[config.mk]
export PLATFORM = sky130hd
export DESIGN_NAME = port_four_gpio
export DESIGN_NICKNAME = d
export VERILOG_FILES = /design/src/port_four_pkg.sv /design/src/port_four_gpio.sv
export SDC_FILE = /design/constraint.sdc
export NUM_CORES = 1
export LEC_CHECK = 0
export ABC_AREA = 1
export BUFFER_PORTS_ARGS = -buffer_cell sky130_fd_sc_hd__buf_2
export CORE_UTILIZATION = 45
export CTS_CLUSTER_DIAMETER = 80
export DETAILED_ROUTE_END_ITERATION = 8
export GPL_ROUTABILITY_DRIVEN = 0
export GPL_TIMING_DRIVEN = 0
export PLACE_DENSITY_LB_ADDON = 0.15
export SLEW_MARGIN = 20
export SYNTH_ARGS = -nofsm -noshare
export SYNTH_HDL_FRONTEND = slang
export SYNTH_SLANG_ARGS = --single-unit
[constraint.sdc]
create_clock -name aclk -period 1.6 [get_ports aclk]
set_input_delay 0.16 -clock aclk [delete_from_list [all_inputs] [get_ports aclk]]
set_output_delay 0.16 -clock aclk [all_outputs]
set_load 0.05 [all_outputs]
[src/port_four_pkg.sv]
// constants and types for the four-pin shared-function port
package port_four_pkg;

    // ------------------------------------------------------------
    // register indices and byte addresses
    // ------------------------------------------------------------
    localparam logic [15:0] DATA_IDX = 16'hFFD7;
    localparam logic [15:0] DIR_IDX = 16'hFFE7;
    localparam logic [15:0] SHARE_IDX = 16'h0010;
    localparam logic [15:0] POWER_IDX = 16'h0011;
    localparam logic [31:0] DATA_ADDR = {14'h0000, DATA_IDX, 2'h0};
    localparam logic [31:0] DIR_ADDR = {14'h0000, DIR_IDX, 2'h0};
    localparam logic [31:0] SHARE_ADDR = {14'h0000, SHARE_IDX, 2'h0};
    localparam logic [31:0] POWER_ADDR = {14'h0000, POWER_IDX, 2'h0};

    // ------------------------------------------------------------
    // reset values and fixed read values
    // ------------------------------------------------------------
    localparam logic [7:0] DATA_RESET = 8'hF8;
    localparam logic [7:0] DIR_RESET = 8'hF8;
    localparam logic [7:0] DIR_READ = 8'hFF;
    localparam logic [3:0] DATA_HIGH_BITS = 4'hF;
    localparam logic [5:0] SHARE_RESET = 6'h00;

    // ------------------------------------------------------------
    // sharing register field positions
    // ------------------------------------------------------------
    localparam int TRANSMIT_ENABLE_POS = 0;
    localparam int RX_ENABLE_BIT_POS = 1;
    localparam int CLK_SRC_LO_BIT_POS = 2;
    localparam int CLK_SRC_HI_BIT_POS = 3;
    localparam int CLOCKED_MODE_POS = 4;
    localparam int EXT_IRQ_SEL_POS = 5;

    // ------------------------------------------------------------
    // bus answers
    // ------------------------------------------------------------
    localparam logic [1:0] RESP_OKAY = 2'h0;
    localparam logic [1:0] RESP_SLVERR = 2'h2;

    typedef enum logic [2:0] {
        PWR_ACTIVE,
        PWR_SUBACTIVE,
        PWR_SLEEP,
        PWR_SUBSLEEP,
        PWR_WATCH,
        PWR_STANDBY
    } power_mode_e;

    localparam power_mode_e POWER_RESET = PWR_ACTIVE;

endpackage

[src/port_four_gpio.sv]
// four-pin port with serial and interrupt sharing, AXI4-Lite registers
// Behaviour
// - three two-way pins on bits 2..0, input-only pin on bit 3
// - data read gives latch where direction is 1, pin level where 0
// - data bit 3 is read-only and always shows the input pin level
// - data register resets to F8: high bits one, latches cleared
// - direction bit 1 drives latch onto pin, 0 makes it input
// - direction register is write-only and always reads all ones
// - direction register resets to F8, pins start as inputs
// - latch and direction only act where the pin is general I/O
// - transmit enable makes pin 2 serial transmit output over direction
// - pin 0 general, serial clock out or in from clock bits and clocked mode bit
// - pins float in reset and standby, hold in sleep modes
//
// Added by the designer: the AXI4-Lite slave port.
`timescale 1ns/10ps
`default_nettype none

module port_four_gpio (
    input wire logic aclk,
    input wire logic aresetn,
    input wire logic [31:0] s_axi_awaddr,
    input wire logic s_axi_awvalid,
    output logic s_axi_awready,
    input wire logic [31:0] s_axi_wdata,
    input wire logic [3:0] s_axi_wstrb,
    input wire logic s_axi_wvalid,
    output logic s_axi_wready,
    output logic [1:0] s_axi_bresp,
    output logic s_axi_bvalid,
    input wire logic s_axi_bready,
    input wire logic [31:0] s_axi_araddr,
    input wire logic s_axi_arvalid,
    output logic s_axi_arready,
    output logic [31:0] s_axi_rdata,
    output logic [1:0] s_axi_rresp,
    output logic s_axi_rvalid,
    input wire logic s_axi_rready,
    input wire logic [3:0] pin_in,
    output logic [2:0] pin_out,
    output logic [2:0] pin_oe,
    input wire logic serial_tx_data,
    input wire logic serial_clock_out,
    output logic serial_rx_data,
    output logic serial_clock_in,
    output logic ext_interrupt_zero
);
    import port_four_pkg::*;

    // ------------------------------------------------------------
    // state
    // ------------------------------------------------------------
    typedef struct packed {
        logic [2:0] latch;
        logic [2:0] dir;
        logic [5:0] share;
        power_mode_e pwr;
        logic [3:0] sync1;
        logic [3:0] sync2;
        logic [3:0] sync3;
        logic [3:0] lvl;
        logic [2:0] pout;
        logic [2:0] poe;
        logic aw_have;
        logic [31:0] awaddr;
        logic w_have;
        logic [7:0] wbyte;
        logic wlane;
        logic bvalid;
        logic [1:0] bresp;
        logic rvalid;
        logic [31:0] rdata;
        logic [1:0] rresp;
    } state_s;

    state_s q;
    state_s d;

    logic transmit_enable;
    logic rx_enable_bit;
    logic clk_src_lo_bit;
    logic clk_src_hi_bit;
    logic clocked_mode;
    logic ext_irq_sel;
    logic clk_pin_out;
    logic [2:0] fn_out;
    logic [2:0] fn_oe;
    logic [7:0] data_view;

    assign transmit_enable = q.share[TRANSMIT_ENABLE_POS];
    assign rx_enable_bit = q.share[RX_ENABLE_BIT_POS];
    assign clk_src_lo_bit = q.share[CLK_SRC_LO_BIT_POS];
    assign clk_src_hi_bit = q.share[CLK_SRC_HI_BIT_POS];
    assign clocked_mode = q.share[CLOCKED_MODE_POS];
    assign ext_irq_sel = q.share[EXT_IRQ_SEL_POS];

    // ------------------------------------------------------------
    // pin function selection
    // ------------------------------------------------------------
    assign clk_pin_out = !clk_src_hi_bit && (clk_src_lo_bit || clocked_mode);

    always_comb begin
        fn_out = q.latch;
        fn_oe = q.dir;
        if (transmit_enable) begin
            fn_out[2] = serial_tx_data;
            fn_oe[2] = 1'b1;
        end
        if (rx_enable_bit) begin
            fn_oe[1] = 1'b0;
        end
        if (clk_src_hi_bit) begin
            fn_oe[0] = 1'b0;
        end else if (clk_pin_out) begin
            fn_out[0] = serial_clock_out;
            fn_oe[0] = 1'b1;
        end
    end

    assign serial_rx_data = rx_enable_bit ? q.lvl[1] : 1'b1;
    assign serial_clock_in = clk_src_hi_bit ? q.lvl[0] : 1'b0;
    assign ext_interrupt_zero = ext_irq_sel ? q.lvl[3] : 1'b1;

    // ------------------------------------------------------------
    // data register read view
    // ------------------------------------------------------------
    always_comb begin
        data_view[7:4] = DATA_HIGH_BITS;
        data_view[3] = q.lvl[3];
        for (int i = 0; i < 3; i++) begin
            data_view[i] = q.dir[i] ? q.latch[i] : q.lvl[i];
        end
    end

    // ------------------------------------------------------------
    // next state
    // ------------------------------------------------------------
    always_comb begin
        d = q;
        d.sync1 = pin_in;
        d.sync2 = q.sync1;
        d.sync3 = q.sync2;
        for (int i = 0; i < 4; i++) begin
            if (q.sync2[i] == q.sync3[i]) begin
                d.lvl[i] = q.sync2[i];
            end
        end
        case (q.pwr)
            PWR_STANDBY: begin
                d.poe = 3'h0;
            end
            PWR_SLEEP, PWR_SUBSLEEP, PWR_WATCH: begin
                d.pout = q.pout;
            end
            default: begin
                d.pout = fn_out;
                d.poe = fn_oe;
            end
        endcase
        // write channel
        if (s_axi_awvalid && s_axi_awready) begin
            d.aw_have = 1'b1;
            d.awaddr = s_axi_awaddr;
        end
        if (s_axi_wvalid && s_axi_wready) begin
            d.w_have = 1'b1;
            d.wbyte = s_axi_wdata[7:0];
            d.wlane = s_axi_wstrb[0];
        end
        if (q.aw_have && q.w_have) begin
            d.aw_have = 1'b0;
            d.w_have = 1'b0;
            d.bvalid = 1'b1;
            d.bresp = RESP_OKAY;
            case (q.awaddr)
                DATA_ADDR: begin
                    if (q.wlane) begin
                        d.latch = q.wbyte[2:0];
                    end
                end
                DIR_ADDR: begin
                    if (q.wlane) begin
                        d.dir = q.wbyte[2:0];
                    end
                end
                SHARE_ADDR: begin
                    if (q.wlane) begin
                        d.share = q.wbyte[5:0];
                    end
                end
                POWER_ADDR: begin
                    if (q.wlane) begin
                        d.pwr = power_mode_e'(q.wbyte[2:0]);
                    end
                end
                default: begin
                    d.bresp = RESP_SLVERR;
                end
            endcase
        end
        if (q.bvalid && s_axi_bready) begin
            d.bvalid = 1'b0;
        end
        // read channel
        if (q.rvalid && s_axi_rready) begin
            d.rvalid = 1'b0;
        end
        if (s_axi_arvalid && s_axi_arready) begin
            d.rvalid = 1'b1;
            d.rresp = RESP_OKAY;
            case (s_axi_araddr)
                DATA_ADDR: d.rdata = {24'h000000, data_view};
                DIR_ADDR: d.rdata = {24'h000000, DIR_READ};
                SHARE_ADDR: d.rdata = {26'h0000000, q.share};
                POWER_ADDR: d.rdata = {29'h00000000, q.pwr};
                default: begin
                    d.rdata = 32'h00000000;
                    d.rresp = RESP_SLVERR;
                end
            endcase
        end
    end

    // ------------------------------------------------------------
    // registers
    // ------------------------------------------------------------
    always_ff @(posedge aclk) begin
        if (!aresetn) begin
            q <= '0;
            q.latch <= DATA_RESET[2:0];
            q.dir <= DIR_RESET[2:0];
            q.share <= SHARE_RESET;
            q.pwr <= POWER_RESET;
            q.poe <= 3'h0;
        end else begin
            q <= d;
        end
    end

    assign s_axi_awready = !q.aw_have && !q.bvalid;
    assign s_axi_wready = !q.w_have && !q.bvalid;
    assign s_axi_bvalid = q.bvalid;
    assign s_axi_bresp = q.bresp;
    assign s_axi_arready = !q.rvalid;
    assign s_axi_rvalid = q.rvalid;
    assign s_axi_rdata = q.rdata;
    assign s_axi_rresp = q.rresp;
    assign pin_out = q.pout;
    assign pin_oe = q.poe;

    logic rd_data;
    logic rd_dir;
    logic live;
    assign rd_data = s_axi_arvalid && s_axi_arready && s_axi_araddr == DATA_ADDR;
    assign rd_dir = s_axi_arvalid && s_axi_arready && s_axi_araddr == DIR_ADDR;
    assign live = q.pwr == PWR_ACTIVE || q.pwr == PWR_SUBACTIVE;
endmodule

`default_nettype wire

==> reports/metrics.cfg <==
[pwr]
power_density_nw_per_um2 = 917
leakagePower_uw = 0.00256
vdd_drop_max_uv = 642

[detailed_routing]
ant_nets = 0
wl_mm = 9.62
dr.pass1.iters = 6
initialDrtViolationCount = 252
drt-vias-per-instance = 4.73
drc = 0
avgRoutedWirePerCell_um = 11.0
dr_total_vias = 4133

[logic_synthesis]
synth_commonest_cells = nor2_1 (137), nand2_1 (101), dfxtp_1 (89)
yosysMostFrequentCell = nor2_1
ys_ff_latch = 89
ys_types = 37
synthArstFlopShare_pct = 0
synth_edf_count = 0
ys_warn_count = 0
ys_seq_area_share_pct = 42.2
synth_ff_type = dfxtp_1
yosys.area.top_type = dfxtp_1
synth_area_um2 = 4220
synth_cells = 613
yosys.area.top_type_share_pct = 42.2
synthTopCellsByArea = dfxtp_1 (42%), nor2_1 (12%), nand2_1 (9.0%), buf_4 (7.5%), o21ai_0 (6.4%)
synth_area_per_cell_um2 = 6.89

[timing]
setup_viol = 0
tightest_slew_ns = 0.555
maxSlewViolCount = 0
fin_tns_setup_ns = 0
clock_skew_ns = 0.00989
fin_crit_ns = 1.48
finalCritPeriodShare_pct = 92.6
finalHoldViolCount = 0
maxSlewHeadroom_pct = 63.0
timing.fmax_mhz = 675
whs_ns = 0.0479
rsz0062_at_grt = yes

[floorplanning]
top_level_ports = 163
die_h_um = 98.9
fp.dieW_um = 98.9
rows = 34
initial_core_util_pct = 47.5
coreArea_um2 = 8890
die_area_um2 = 9780

[placement]
io_buffers = 106
dp_hpwl_mm = 7.44

[global_routing]
grt_max_degree = 17
grt_pass1_wl_mm = 16.0
antenna_found_initial = 0
grt_pass1_vias = 3658
grtUsageTotal_pct = 20.5
grt-ovfl-total = 0

[cells_and_area]
fin_nets = 875
final_util_pct = 59.7
multiInputGateArea_um2 = 1960
fillers = 848
antennaDiodeCount = 0
area_delta_synth_final_pct = 25.6
drive_above_1_share_pct = 26.6
seqCellArea_um2 = 1790

[run_status]
status = finished, final reports clean

[clock_network]
numCtsBuffers = 9
clock_latency_ns = 0.35
htreeDepth = 3
cts_tree = built
clock_path_buffers = 2
clk_pin_slew_worst_paths_ns = 0.09
cts.sinks = 89
root_buffer = clkbuf_8

[run]
maxCapViolations = 0

[critical_path]
path_max_fanout = 10
cp_data_arrival_time_ns = 1.74
startpoint_type = flop
cp-end-kind = flop
required_ns = 1.85
worstSetupPathType = flop to flop

[worst_hold_path]
hold_class = primary input to flop

per-layer routing:
metal	GRT usage, %	share of wire (%)	vias to the layer above
li1	-	-	2177
met1	26.1	47	1806
met2	33.6	44	136
met3	3.97	6.4	14
met4	9.41	1.8	0
met5	0	0	-
state kept, by name, summed over array words and instances (netlist names):
signal / flops
pin_oe: 3
clocked_mode: 1
fn_out: 1
s_axi_rdata: 7
s_axi_bvalid: 1
clk_src_hi_bit: 1
s_axi_rresp: 1
s_axi_rvalid: 1
q: 58
clk_src_lo_bit: 1
d: 8
data_view: 1
s_axi_bresp: 1
pin_out: 3
ext_irq_sel: 1
power by group:
part	leakage (µW)	switching (µW)	internal [µW]
sequential	0.000730	97.6	2340
clock	0.0000885	837	732
combinational	0.00174	555	301
total	0.00256	1490	3370
per-stage QoR:
step / total power [µW] / cell area [µm²] / worst slack [ns] / std cells
finish: 4860 / 5300 / 0.118 / 874
global route: 5110 / 5300 / -0.0248 / 874
detailed placement: 3310 / 5000 / 0.0879 / 852
floorplan: 3080 / 4340 / 0.0464 / 638
global placement: 3290 / 5000 / 0.0957 / 852
CTS: 4860 / 5260 / 0.0743 / 873
cell usage in the layout (no fill, tap or decap), types with 3 or more instances in the layout:
cell           instances
inv_1                 58
o21ai_0               51
buf_2                111
nand3_2                3
clkinvlp_4             5
clkinv_1               3
clkbuf_8               9
a21oi_1               41
nand4_1                5
conb_1                26
clkbuf_1              10
dlygate4sd3_1          5
o21ai_2                4
dfxtp_1               87
nand3_1               22
nand2_1              100
nor3_1                 5
nor2_1               131
nor2_2                 8
o21ai_1                5
buf_4                 43
area by class of cell:
type	instances	share of cell area [%]
clock inverters	7	1.46
inverters	63	4.53
well taps	108	2.55
plain buffers	59	7.48
multi-input cells	427	36.9
repair buffers	112	11.1
clock buffers	9	2.34
flip-flops and latches	89	33.7
what timing repair did:
action | 4_1_cts | 5_1_grt
endpoints found under the setup margin | 0 | 14
endpoints found under the hold margin | 5 | 0
gates resized for setup | 0 | 14
hold buffers | 5 | 0
buffers inserted | 0 | 1
final timing paths:
path              startpoint      endpoint  slack [ns]  depth (start not counted)
max reg2reg            q[63]  clocked_mode        0.12                          9
min reg2reg            d[95]         d[91]        0.42                          2
min          s_axi_awaddr[6]         q[54]        0.05                          3
max                    q[63]  clocked_mode        0.12                          9
critical path, stage by stage (launching register included):
cell	delay, ns
dfxtp_1	0.33
nor2_1	0.12
nand3_1	0.13
nor2_4	0.17
nand3_2	0.09
nor2_2	0.14
nand2_2	0.08
buf_6	0.15
o21ai_2	0.13
a21oi_1	0.05
logic make-up after synthesis:
| logic type | Yosys count | synth area share [%] |
|---|---|---|
| AOI/OAI and AO/OA | 110 | 13.7 |
| muxes | 2 | 0.533 |
| buffers and inverters | 122 | 14.9 |
| adders and majority gates | 1 | 0.296 |
| other | 1 | 0.0888 |
| and+or+nand+nor | 288 | 28.2 |
| DFF | 89 | 42.2 |
No activity file was read; power rests on OpenSTA's default activity.
